[src/aio_pkg.sv]
// package: register map, field layouts, reset values and switch decode types
package aio_pkg;
  // ---------------------------------------------------------------
  // register byte offsets
  // ---------------------------------------------------------------
  localparam logic [7:0] OFF_STATUS = 8'h00;   // config and supply state
  localparam logic [7:0] OFF_IRQ_STAT = 8'h04; // sticky events, write one clears
  localparam logic [7:0] OFF_IRQ_MASK = 8'h08; // interrupt enables
  localparam logic [7:0] OFF_IN_BASE = 8'h10;  // input words 0..3
  localparam logic [7:0] OFF_OUT_BASE = 8'h20; // output words 0..1
  localparam logic [7:0] OFF_CONFIG = 8'h30;   // decoded range setting
  localparam logic [7:0] OFF_CTRL = 8'h34;     // variant select

  // ---------------------------------------------------------------
  // counts and widths
  // ---------------------------------------------------------------
  localparam int N_IN = 4;           // input channels
  localparam int N_OUT = 2;          // output channels
  localparam int CONV_W = 12;        // converter width
  localparam int WORD_W = 16;        // host word width
  localparam int UNI_ZEROS = 3;      // unipolar trailing zeros
  localparam int BI_ZEROS = 4;       // bipolar trailing zeros
  localparam logic [15:0] FULL_SCALE = 16'h7d00;  // 32000
  localparam logic [15:0] NEG_SCALE = 16'h8300;   // -32000

  // ---------------------------------------------------------------
  // irq status bit positions (same layout in mask)
  // ---------------------------------------------------------------
  localparam int IRQ_SUPPLY_LOST = 0;
  localparam int IRQ_SUPPLY_BACK = 1;
  localparam int IRQ_CFG_ERR = 2;
  localparam int IRQ_W = 3;

  // ---------------------------------------------------------------
  // status register field positions
  // ---------------------------------------------------------------
  localparam int ST_SUPPLY_OK = 0;
  localparam int ST_CFG_ERR = 1;
  localparam int ST_UNIPOLAR = 2;
  localparam int ST_SAMPLED = 3;

  // ---------------------------------------------------------------
  // decode enumerations
  // ---------------------------------------------------------------
  typedef enum logic [1:0] {
    GAIN_X1 = 2'h0,
    GAIN_X10 = 2'h1,
    GAIN_X100 = 2'h2,
    GAIN_BAD = 2'h3
  } gain_t;

  typedef enum logic [1:0] {
    ATT_NONE = 2'h0,
    ATT_0P8 = 2'h1,
    ATT_0P4 = 2'h2,
    ATT_0P2 = 2'h3
  } atten_t;

  // range index 0..8 naming one full-scale entry, 4'hf = unknown
  localparam logic [3:0] RANGE_BAD = 4'hf;

  // decoded configuration carried as one unit
  typedef struct packed {
    logic unipolar;
    gain_t gain;
    atten_t atten;
    logic [3:0] range;
    logic cfg_err;
  } cfg_t;

  // six switches, bit 0 = switch one
  typedef struct packed {
    logic polarity_switch;
    logic gain_switch_high;
    logic gain_switch_low;
    logic range_switch_three;
    logic range_switch_two;
    logic range_switch_one;
  } switches_t;

  localparam cfg_t CFG_RESET = '{1'b0, GAIN_X1, ATT_NONE, RANGE_BAD, 1'b0};
endpackage

[src/aio_top.sv]
// analog io digital side: switch capture, word format, supply status, wishbone slave
`timescale 1ns/1ps
module aio_top (
  // clock, reset, enable
  input wire logic clk_i,
  input wire logic rst_i,
  input wire logic ce_i,
  // wishbone slave
  input wire logic cyc_i,
  input wire logic stb_i,
  input wire logic we_i,
  input wire logic [7:0] adr_i,
  input wire logic [3:0] sel_i,
  input wire logic [31:0] dat_i,
  output logic [31:0] dat_o,
  output logic ack_o,
  // switches and supply monitor
  input wire aio_pkg::switches_t sw_i,
  input wire logic supply_ok_i,
  // converter side
  input wire logic adc_valid_i,
  input wire logic [1:0] adc_chan_i,
  input wire logic [11:0] adc_data_i,
  output logic [11:0] dac0_o,
  output logic [11:0] dac1_o,
  // indicators
  output logic supply_led_o,
  output logic irq_o
);
  import aio_pkg::*;

  // ---------------------------------------------------------------
  // register map seen by the host
  // ---------------------------------------------------------------
  // 0x00 status: run, unipolar, configuration error, supply good
  // 0x04 event status, a one written clears that bit
  // 0x08 event mask, same layout as event status
  // 0x10..0x1c formatted input words, channels zero to three
  // 0x20, 0x24 output words, upper twelve bits read back
  // 0x30 frozen range setting as one struct
  // 0x34 variant: one for six switches, zero for three
  // all words sit in the low half, upper bits read zero
  // unmapped addresses are acked, writes dropped, reads zero

  // ---------------------------------------------------------------
  // state
  // ---------------------------------------------------------------
  typedef enum logic [1:0] {
    ST_CAPTURE = 2'b01,  // first enabled cycle after reset
    ST_RUN = 2'b10       // setting frozen
  } phase_t;

  phase_t phase_r, phase_nxt;          // capture phase
  cfg_t cfg_r, cfg_nxt;                // frozen setting
  cfg_t cfg_dec;                       // decoder output
  // variant survives the bus reset like a strap, so the host
  // can pick the three-switch decode before the next capture
  logic six_r = 1'b1;                  // variant select
  logic six_nxt;
  logic [IRQ_W-1:0] irq_stat_r, irq_stat_nxt;
  logic [IRQ_W-1:0] irq_mask_r, irq_mask_nxt;
  logic supply_r, supply_nxt;          // previous supply level
  logic [31:0] dat_r, dat_nxt;         // read data
  logic ack_r, ack_nxt;                // bus answer
  logic [11:0] dac0_r, dac0_nxt;
  logic [11:0] dac1_r, dac1_nxt;
  logic led_r, led_nxt;
  logic irq_r, irq_nxt;
  logic pend_r, pend_nxt;              // read waiting for memory
  logic [15:0] in_word;                // formatted converter word
  logic mem_we;                        // memory write strobe
  logic [2:0] mem_waddr;
  logic [15:0] mem_wdata;
  logic [2:0] mem_raddr;
  logic [15:0] mem_rdata;
  logic bus_req;                       // new request this cycle
  logic in_mem_rd;                     // read of an input or output word
  logic [IRQ_W-1:0] ev;                // events this cycle
  logic [15:0] host_word;              // written output word

  // ---------------------------------------------------------------
  // submodules
  // ---------------------------------------------------------------
  switch_decode u_dec (
    .sw_i(sw_i),
    .six_i(six_r),
    .cfg_o(cfg_dec)
  );

  word_store u_mem (
    .clk_i(clk_i),
    .ce_i(ce_i),
    .we_i(mem_we),
    .waddr_i(mem_waddr),
    .wdata_i(mem_wdata),
    .raddr_i(mem_raddr),
    .rdata_o(mem_rdata)
  );

  // ---------------------------------------------------------------
  // input word format
  // ---------------------------------------------------------------
  always_comb begin
    if (cfg_r.unipolar) begin
      // unipolar: sign zero, three zero bits
      in_word = {1'b0, adc_data_i, 3'h0};
    end else begin
      // bipolar: msb sign, four zero bits
      in_word = {adc_data_i, 4'h0};
    end
    // clamp to full scale
    // keeps every word inside plus or minus 32000
    if (cfg_r.unipolar && in_word > FULL_SCALE) begin
      in_word = FULL_SCALE;
    end else if (!cfg_r.unipolar && !in_word[15] && in_word > FULL_SCALE) begin
      in_word = FULL_SCALE;
    end else if (!cfg_r.unipolar && in_word[15] && in_word < NEG_SCALE) begin
      in_word = NEG_SCALE;
    end
  end

  // ---------------------------------------------------------------
  // memory ports: converter writes only, bus reads the store
  // ---------------------------------------------------------------
  always_comb begin
    bus_req = cyc_i && stb_i && !ack_r && !pend_r;
    host_word = dat_i[15:0];
    mem_we = 1'b0;
    mem_waddr = 3'h0;
    mem_wdata = 16'h0;
    // converter writes only; output words live in the dac
    // registers, so the bus never writes the store
    // same format for every channel
    if (adc_valid_i && phase_r == ST_RUN) begin
      mem_we = 1'b1;
      mem_waddr = {1'b0, adc_chan_i};
      mem_wdata = in_word;
    end
    // input words sit in entries zero to three
    mem_raddr = adr_i[5] ? {2'b10, adr_i[2]} : {1'b0, adr_i[3:2]};
    in_mem_rd = (adr_i >= OFF_IN_BASE) && (adr_i < OFF_CONFIG);
  end

  // ---------------------------------------------------------------
  // next state
  // ---------------------------------------------------------------
  always_comb begin
    phase_nxt = phase_r;
    cfg_nxt = cfg_r;
    six_nxt = six_r;
    dac0_nxt = dac0_r;
    dac1_nxt = dac1_r;
    dat_nxt = dat_r;
    ack_nxt = 1'b0;
    pend_nxt = 1'b0;
    irq_mask_nxt = irq_mask_r;
    supply_nxt = supply_ok_i;
    ev = '0;
    if (phase_r == ST_CAPTURE) begin
      cfg_nxt = cfg_dec;
      phase_nxt = ST_RUN;
      ev[IRQ_CFG_ERR] = cfg_dec.cfg_err;
    end
    // supply edges; the detector starts at supply good after reset,
    // so a reset with the supply low raises a supply lost event
    ev[IRQ_SUPPLY_LOST] = supply_r && !supply_ok_i;
    ev[IRQ_SUPPLY_BACK] = !supply_r && supply_ok_i;
    irq_stat_nxt = irq_stat_r;
    // bus access
    // a write or register read is acked one cycle after it is
    // taken; an input word read first loads the store address,
    // so its ack comes one cycle later
    // requests are only taken while no ack or read is in
    // flight, which keeps ack a single-cycle pulse
    if (pend_r) begin
      dat_nxt = {16'h0, mem_rdata};
      ack_nxt = 1'b1;
    end else if (bus_req) begin
      if (we_i) begin
        ack_nxt = 1'b1;
        unique case (adr_i)
          OFF_IRQ_STAT: begin
            if (sel_i[0]) begin
              irq_stat_nxt = irq_stat_r & ~dat_i[IRQ_W-1:0];
            end
          end
          OFF_IRQ_MASK: begin
            if (sel_i[0]) begin
              irq_mask_nxt = dat_i[IRQ_W-1:0];
            end
          end
          OFF_OUT_BASE: begin
            if (&sel_i[1:0]) begin
              dac0_nxt = host_word[15:4];
            end
          end
          OFF_OUT_BASE + 8'h04: begin
            if (&sel_i[1:0]) begin
              dac1_nxt = host_word[15:4];
            end
          end
          OFF_CTRL: begin
            if (sel_i[0]) begin
              six_nxt = dat_i[0];
            end
          end
          default: begin
          end
        endcase
      end else if (in_mem_rd && !(adr_i >= OFF_OUT_BASE)) begin
        pend_nxt = 1'b1;
      end else begin
        ack_nxt = 1'b1;
        unique case (adr_i)
          OFF_STATUS: dat_nxt = {28'h0, phase_r == ST_RUN, cfg_r.unipolar,
                                 cfg_r.cfg_err, supply_ok_i};
          OFF_IRQ_STAT: dat_nxt = {29'h0, irq_stat_r};
          OFF_IRQ_MASK: dat_nxt = {29'h0, irq_mask_r};
          OFF_OUT_BASE: dat_nxt = {16'h0, dac0_r, 4'h0};
          OFF_OUT_BASE + 8'h04: dat_nxt = {16'h0, dac1_r, 4'h0};
          OFF_CONFIG: dat_nxt = {22'h0, cfg_r};
          OFF_CTRL: dat_nxt = {31'h0, six_r};
          default: dat_nxt = 32'h0;
        endcase
      end
    end
    // events set after clear so set wins
    irq_stat_nxt = irq_stat_nxt | ev;
    led_nxt = supply_ok_i;
    irq_nxt = |(irq_stat_nxt & irq_mask_nxt);
  end

  // ---------------------------------------------------------------
  // registers
  // ---------------------------------------------------------------
  // clock enable low freezes every register; reset still wins
  // variant select is left out of reset on purpose
  always_ff @(posedge clk_i) begin
    if (rst_i) begin
      phase_r <= ST_CAPTURE;
      cfg_r <= CFG_RESET;
      irq_stat_r <= '0;
      irq_mask_r <= '0;
      supply_r <= 1'b1;
      dat_r <= 32'h0;
      ack_r <= 1'b0;
      pend_r <= 1'b0;
      dac0_r <= 12'h0;
      dac1_r <= 12'h0;
      led_r <= 1'b0;
      irq_r <= 1'b0;
    end else if (ce_i) begin
      phase_r <= phase_nxt;
      cfg_r <= cfg_nxt;
      six_r <= six_nxt;
      irq_stat_r <= irq_stat_nxt;
      irq_mask_r <= irq_mask_nxt;
      supply_r <= supply_nxt;
      dat_r <= dat_nxt;
      ack_r <= ack_nxt;
      pend_r <= pend_nxt;
      dac0_r <= dac0_nxt;
      dac1_r <= dac1_nxt;
      led_r <= led_nxt;
      irq_r <= irq_nxt;
    end
  end

  // outputs straight from flops
  assign dat_o = dat_r;
  assign ack_o = ack_r;
  assign dac0_o = dac0_r;
  assign dac1_o = dac1_r;
  assign supply_led_o = led_r;
  assign irq_o = irq_r;
endmodule

[src/switch_decode.sv]
// switch bank decoder: range, polarity, gain and attenuation
`timescale 1ns/1ps
module switch_decode (
  // switch levels, 1 = closed
  input wire aio_pkg::switches_t sw_i,
  // variant: 1 = six-switch, 0 = three-switch
  input wire logic six_i,
  // decoded setting
  output aio_pkg::cfg_t cfg_o
);
  import aio_pkg::*;

  logic [2:0] att_sw;  // switches one to three

  // ---------------------------------------------------------------
  // combinational decode
  // ---------------------------------------------------------------
  always_comb begin
    cfg_o = CFG_RESET;
    att_sw = {sw_i.range_switch_three, sw_i.range_switch_two, sw_i.range_switch_one};
    if (six_i) begin
      cfg_o.unipolar = sw_i.polarity_switch;
      unique case ({sw_i.gain_switch_low, sw_i.gain_switch_high})
        2'b00: cfg_o.gain = GAIN_X1;
        2'b01: cfg_o.gain = GAIN_X10;
        2'b10: cfg_o.gain = GAIN_X100;
        2'b11: cfg_o.gain = GAIN_BAD;
      endcase
      unique case (att_sw)
        3'b001: cfg_o.atten = ATT_0P8;
        3'b010: cfg_o.atten = ATT_0P4;
        3'b100: cfg_o.atten = ATT_0P2;
        default: cfg_o.atten = ATT_NONE;
      endcase
      cfg_o.cfg_err = (cfg_o.gain == GAIN_BAD) || (cfg_o.atten == ATT_NONE);
      if (cfg_o.cfg_err) begin
        cfg_o.range = RANGE_BAD;
      end else begin
        // nine gain and attenuation pairs; polarity keeps its own bit
        cfg_o.range = 4'(cfg_o.gain * 3 + cfg_o.atten - 1);
      end
    end else begin
      cfg_o.unipolar = sw_i.range_switch_one;
      unique case ({sw_i.range_switch_two, sw_i.range_switch_three})
        2'b01: cfg_o.range = sw_i.range_switch_one ? 4'h0 : 4'h1;   // 0..10 V / +-5 V
        2'b10: cfg_o.range = sw_i.range_switch_one ? 4'h2 : 4'h3;   // 0..5 V / +-2.5 V
        default: cfg_o.range = RANGE_BAD;
      endcase
      cfg_o.cfg_err = (cfg_o.range == RANGE_BAD);
    end
  end
endmodule

[src/word_store.sv]
// small word memory with registered read port
`timescale 1ns/1ps
module word_store (
  // clock and enable
  input wire logic clk_i,
  input wire logic ce_i,
  // write port
  input wire logic we_i,
  input wire logic [2:0] waddr_i,
  input wire logic [15:0] wdata_i,
  // read port
  input wire logic [2:0] raddr_i,
  output logic [15:0] rdata_o
);
  logic [15:0] mem [0:7];  // word storage

  // write and registered read
  always_ff @(posedge clk_i) begin
    if (ce_i) begin
      if (we_i) begin
        mem[waddr_i] <= wdata_i;
      end
      rdata_o <= mem[raddr_i];
    end
  end
endmodule

[config.mk]
export PLATFORM = sky130hd
export DESIGN_NAME = aio_top
export DESIGN_NICKNAME = d
export VERILOG_FILES = /design/src/aio_pkg.sv /design/src/aio_top.sv /design/src/switch_decode.sv /design/src/word_store.sv
export SDC_FILE = /design/constraint.sdc
export NUM_CORES = 1
export LEC_CHECK = 0
export ABC_AREA = 1
export BUFFER_PORTS_ARGS = -buffer_cell sky130_fd_sc_hd__buf_4
export CORE_MARGIN = 2
export CORE_UTILIZATION = 55
export CTS_CLUSTER_DIAMETER = 50
export CTS_CLUSTER_SIZE = 20
export DETAILED_ROUTE_END_ITERATION = 6
export PLACE_DENSITY = 0.76
export SYNTH_ARGS = -nofsm -noshare
export SYNTH_HDL_FRONTEND = slang
export SYNTH_SLANG_ARGS = --single-unit
[constraint.sdc]
create_clock -name clk_i -period 2.4 [get_ports clk_i]
set_input_delay 0.12 -clock clk_i [delete_from_list [all_inputs] [get_ports clk_i]]
set_output_delay 0.12 -clock clk_i [all_outputs]
set_load 0.02 [all_outputs]
== Yosys cells after proc, flatten, opt, wreduce, memory -nomap -nowiden ==
Memories as Yosys holds them, arrays and structs flattened. A register that Yosys moved wholly into a read port is not among the register bits.
Cells that the tools add are included.

* Logic and storage cells: 130
* Memory bits (writable): 128
* Memories kept: 1
* Register bits: 80

{| class="wikitable"
|+ Memories
! name !! words !! bits a word !! rd ports !! clocked after memory_dff !! write ports !! line !! RTL
|-
| u_mem.mem || 8 || 16 || 1 || 1 || 1 || word_store.sv:15 || <nowiki>logic [15:0] mem [0:7];</nowiki>
|}

* Multiply operators: 1
* Add/sub/neg operators: 2
* Multiplexer cells: 47
* $lt $le $gt $ge: 5
* Bitwise logic cells: 6
* Reduce and logical (&&, ||, !) cells: 31
* Equality and inequality tests: 20

{| class="wikitable"
|+ Operators by type and width
! operator !! number
|-
| $mux 32 || 4
|-
| $pmux 16 s7 || 1
|-
| $mux 16 || 5
|-
| $mux 3 || 11
|-
| $eq 8x6->1 const B || 4
|-
| $reduce_and 7->1 || 3
|-
| $gt 16x15->1 const B || 1
|-
| $lt 16x16->1 const B || 1
|-
| $mux 1 || 16
|-
| $logic_and 1x1->1 || 13
|-
| $mux 4 || 3
|-
| $eq 2x2->1 const B || 5
|-
| $eq 8x3->1 const B || 1
|-
| $eq 8x4->1 const B || 1
|-
| $ge 8x5->1 const B || 1
|-
| $ge 8x6->1 const B || 1
|-
| $logic_not 8->1 || 1
|-
| $lt 8x6->1 const B || 1
|-
| $pmux 2 s4 || 1
|-
| $pmux 4 s2 || 1
|-
| $logic_not 1->1 || 7
|-
| $and 3x3->3 || 2
|-
| $eq 2x1->1 const B || 3
|-
| $mux 2 || 3
|-
| 20 further kinds || 22
|}

== Logic depth before layout (Yosys ltp) ==
* Depth after elaboration: 12
* Mapped depth: 12

== Cells and area by module ==
From an unflattened synthesis, not the netlist that was laid out.

* Cells, all modules: 1207
* Area total of the unflattened synthesis: 9978.3 sq um

{| class="wikitable"
|+ By module, submodules not included
! module !! cells each !! sequential area each (sq um) !! times used !! area each (sq um)
|-
| word_store || 586 || 4324.1 || 1 || 6150.9
|-
| aio_top || 573 || 1291.2 || 1 || 3562.2
|-
| switch_decode || 48 || 0.0 || 1 || 265.3
|}

== Worst setup path after synthesis ==
No wires, ideal clock.

* Path type: register to register
* Start point: reg phase_r[0]
* End point: mem u_mem.mem[0][10], enable pin
* Cell stages (with the launch flop): 6
* Setup slack: 0.268 ns
* Period minus slack after synthesis: 2.132 ns
* Arrival: 1.733 ns
* Library setup time: 0.399 ns
* Buffers on the path: 0
* Required time: 2.001 ns
* Cells stage by stage: dfxtp_1 -> inv_1 -> nand3_1 -> inv_1 -> nand2_1 -> nor3_1

* Word-level cells in the longest chain between the ends: 6
* Elaborated cells between the ends (all ways): 7
* Those cells by class: eq/ne (1); mux (5); reduce/logical (1)

{| class="wikitable"
|+ RTL lines
! what !! line !! RTL
|-
| start, declared || aio_top.sv:53 || <nowiki>phase_t phase_r, phase_nxt;</nowiki>
|-
| start signal, assigned || aio_top.sv:253 || <nowiki>phase_r <= phase_nxt;</nowiki>
|-
| $eq 2x2->1 (*) || aio_top.sv:134 || <nowiki>if (adc_valid_i && phase_r == ST_RUN) begin</nowiki>
|-
| $logic_and 1x1->1 (*) || aio_top.sv:134 ||
|-
| $mux 1 || aio_top.sv:134 ||
|-
| $mux 1 || word_store.sv:20 || <nowiki>if (we_i) begin</nowiki>
|-
| $mux 1 || word_store.sv:19 || <nowiki>if (ce_i) begin</nowiki>
|-
| $mux 1 (not written as such) || word_store.sv:21 || <nowiki>mem[waddr_i] <= wdata_i;</nowiki>
|-
| end, declared || word_store.sv:15 ||
|}

Mark *: on every way between the ends. The rest lies on a longest branch, timed or not.

== Worst setup path in the final report ==
* Start point: in stb_i
* End point: reg dat_r[13] (netlist: dat_o[13])

* Word-level cells in the longest chain between the ends: 5

{| class="wikitable"
|+ RTL lines
! what !! line !! RTL
|-
| start, declared || aio_top.sv:10 || <nowiki>input wire logic stb_i,</nowiki>
|-
| $logic_and 1x1->1 (3 in a row) || aio_top.sv:126 || <nowiki>bus_req = cyc_i && stb_i && !ack_r && !pend_r;</nowiki>
|-
| $reduce_bool 2->1 (no line) || - ||
|-
| $reduce_and 4->1 (no line) || - ||
|-
| end signal, assigned || aio_top.sv:259 || <nowiki>dat_r <= dat_nxt;</nowiki>
|-
| end, declared || aio_top.sv:63 || <nowiki>logic [31:0] dat_r, dat_nxt;</nowiki>
|}

No other way between the ends.
A chain may end at the register's enable or synchronous reset.

==> run_results.csv <==
group,metric,value,unit
run_status,status,"completed",
placement,portBuffers,95,
floorplan,fp.dieH,109,um
worst_setup_path,rrSetupSlack,0.39,ns
worst_setup_path,required,2.83,ns
worst_setup_path,worstSetupPathType,"input pin to flip-flop",
layout,multiInputGateArea,2430,um^2
yosys,synth_compound_area_share,13.4,%
routing,drt_iter0_markers,461,
yosys,yosysSeqAreaShare,53.0,%
layout,final_nets,910,
worst_setup_path,reg2reg_from,"phase_r[0]",
routing,ant_nets,0,
timing,hold_ws,0.0229,ns
global_routing,grt_overflow_total,0,
timing,hold_viol_final,0,
yosys,synth_fa_ha_area_share,1.15,%
cts,cts_buffers,17,
layout,drive_above_1_share,21.3,%
timing,rsz0062_at_grt,"no",
layout,final_cell_mix,"nand2_1, buf_4, nor2_1, edfxtp_1, dfxtp_1",
routing,wl_per_cell,15.0,um
hold_path,whs_endpoint,"cfg_r[6]",
yosys,synth_area,6110,um^2
global_routing,grt_max_degree,43,
floorplan,die-area,12000,um^2
cts,cts_setup_buffers,0,
timing,clock_skew,0.00722,ns
floorplan,io_pins,131,
worst_setup_path,setup.worst_path.start_class,"input pin",
yosys,synth-simple-area-share,23.8,%
layout,syn2layout_area_growth,25.2,%
global_routing,first_global_vias,5002,
yosys,yosys_warnings,0,
layout,ff_latch_area,3240,um^2
routing,wl,14.7,mm
floorplan,die_w,109,um
timing,fmax,0.464,GHz
yosys,synth_top_family_by_area,"simple AND/OR/NAND/NOR gates",
timing,tns,0,ns
yosys,synth_edf_count,66,
pwr,irDropWorstVdd,0.566,mV
cts,clock-sinks,129,
timing,min_period_over_period,89.9,%
global_routing,grtUsageTotal,26.0,%
global_routing,grt_pass1_wl,23.7,mm
pwr,leakagePower,3.31,nW
hold_path,min_from,"sw_i[1]",
layout,diodes,0,
floorplan,start_util,56.4,%
yosys,ys_seq_elements,129,
cts,cts.path.max_buffers,2,
worst_setup_path,r2r_cells,7,
hold_path,whs_path_depth,5,
yosys,synth_mux_area_share,0.164,%
yosys,synth.distinct_cells,45,
routing,drt-pass1-iter-count,5,
placement,dp_hpwl,10.4,mm
floorplan,rows,38,
timing,setup_viol,0,
worst_setup_path,cp_max_fo,18,
layout,final_common_cell,"nand2_1",
routing,vias,5243,
yosys,ys.flop_type,"edfxtp_1",
yosys,async_reset_ff_share,0,%
yosys,syn_area_per_cell,8.58,um^2
timing,layout_min_cycle_time,2.16,ns
worst_setup_path,arrival,2.59,ns
placement,gp_congestion,0.887,
routing,drc,0,
cts,cts_tree,"yes",
global_routing,antenna_found_initial,0,
cts,root_buffer,"clkbuf_8",
pwr,p_per_area,692,nW/um^2
cts,clock_latency,0.54,ns
routing,vias_per_cell,5.32,
worst_setup_path,end_kind,"flip-flop",
flow_run,drv_cap,0,
worst_setup_path,r2r-end,"cfg_r[7]",
yosys,synth_xor_area_share,0.286,%
cts,path_clk_slew,0.06,ns
floorplan,coreArea,10800,um^2
yosys,synthCells,713,
cts,htreeDepth,4,
timing,slew_violations,0,
layout,fillers,834,
hold_path,min_path_type,"input pin to flip-flop",
cell families (layout without fill, tap and decap cells):
family | count (synthesis) | count (layout)
AND/OR/NAND/NOR | 334 | 334
AO/OA/AOI/OAI | 140 | 140
flip-flops | 129 | 129
buffers and inverters | 101 | 219
adder cells (fa/ha/maj) | 5 | 5
XOR/XNOR | 2 | 2
other | 1 | 16
multiplexers | 1 | 1
final cells by class:
type | count | share of cell area [%]
Multi-Input combinational cell | 498 | 31.8
Inverter | 58 | 2.84
Clock buffer | 17 | 5.41
Clock inverter | 15 | 1.90
Tap cell | 140 | 2.29
Timing Repair Buffer | 129 | 13.4
Sequential cell | 129 | 42.4
synthesized netlist by cell type, drive strengths merged, types with 3 or more instances:
cell type	number	share of area, %
inv	56	3.4
dfxtp	63	21
a21oi	51	4.2
o211ai	4	0.65
o21ai	58	5.0
edfxtp	66	32
nor3	5	0.41
ha	4	0.82
o21a	7	0.86
nand4	3	0.55
clkbuf	12	0.74
nor2	98	7.1
buf	31	3.8
nand3	34	2.9
a22oi	3	0.37
nor4	3	0.55
a32oi	13	1.9
nand2	187	12
critical path: stages:
cell and delay [ns]:
dlygate4sd3_1 0.53, buf_4 0.10, nand2_1 0.04, dlygate4sd3_1 0.58, nor2_2 0.22, a21oi_1 0.10
nor2_1 0.13, nand2_2 0.18, inv_2 0.30, nand3_1 0.15, o211ai_2 0.08, inv_1 0.05
metal layers:
layer,part of all wire (%),vias up,GRT usage [%],wire [um]
met1,42,2429,32.0,6210
met5,0,-,0,0
met4,2.0,0,10.2,299
li1,-,2596,-,-
met3,6.6,26,5.51,973
met2,49,192,44.6,7260
power breakdown:
part	switching [W]	internal (W)	leakage, nW	total [W]
Combinational	0.000295	0.000194	1.90	0.000489
Sequential	0.0000306	0.00236	1.14	0.00239
Clock	0.000958	0.00146	0.267	0.00242
repair_timing:
action / in CTS / in global routing
setup endpoints to repair: 0 / 0
hold buffers: 24 / 0
resized for setup: 0 / 0
endpoints found under the hold margin: 48 / 0
worst max path at each step:
stage,end,cells past startpoint,slack [ns],startpoint
after floorplan,u_mem.mem[0][10],5,0.27,phase_r[0]
after CTS,dat_o[13],12,0.34,stb_i
after global routing,dac0_o[6],12,0.11,stb_i
final,dat_o[13],12,0.24,stb_i
after detailed placement,cfg_r[4],9,0.35,sw_i[1]
after global placement,cfg_r[4],9,0.45,sw_i[1]
per-stage QoR:
stage	worst slack (ns)	area (um^2)	total power (W)	std cells	util, %
finish	0.243	7660	0.00530	986	70.6
global route	0.105	7660	0.00548	986	70.6
CTS	0.338	7660	0.00531	986	70.6
detailed placement	0.353	6860	0.00288	930	63.3
global placement	0.452	6860	0.00287	930	63.3
floorplan	0.268	6170	0.00274	728	-
sequential cells by signal, summed over array words and instances, names as in the netlist:
name,count
u_mem.mem,52
dat_o,16
u_mem.rdata_o,13
dac0_o,12
dac1_o,12
cfg_r,10
irq_mask_r,3
irq_stat_r,3
phase_r,2
ack_o,1
irq_o,1
pend_r,1
six_r,1
supply_led_o,1
supply_r,1
(Power assumes the default switching activity.)
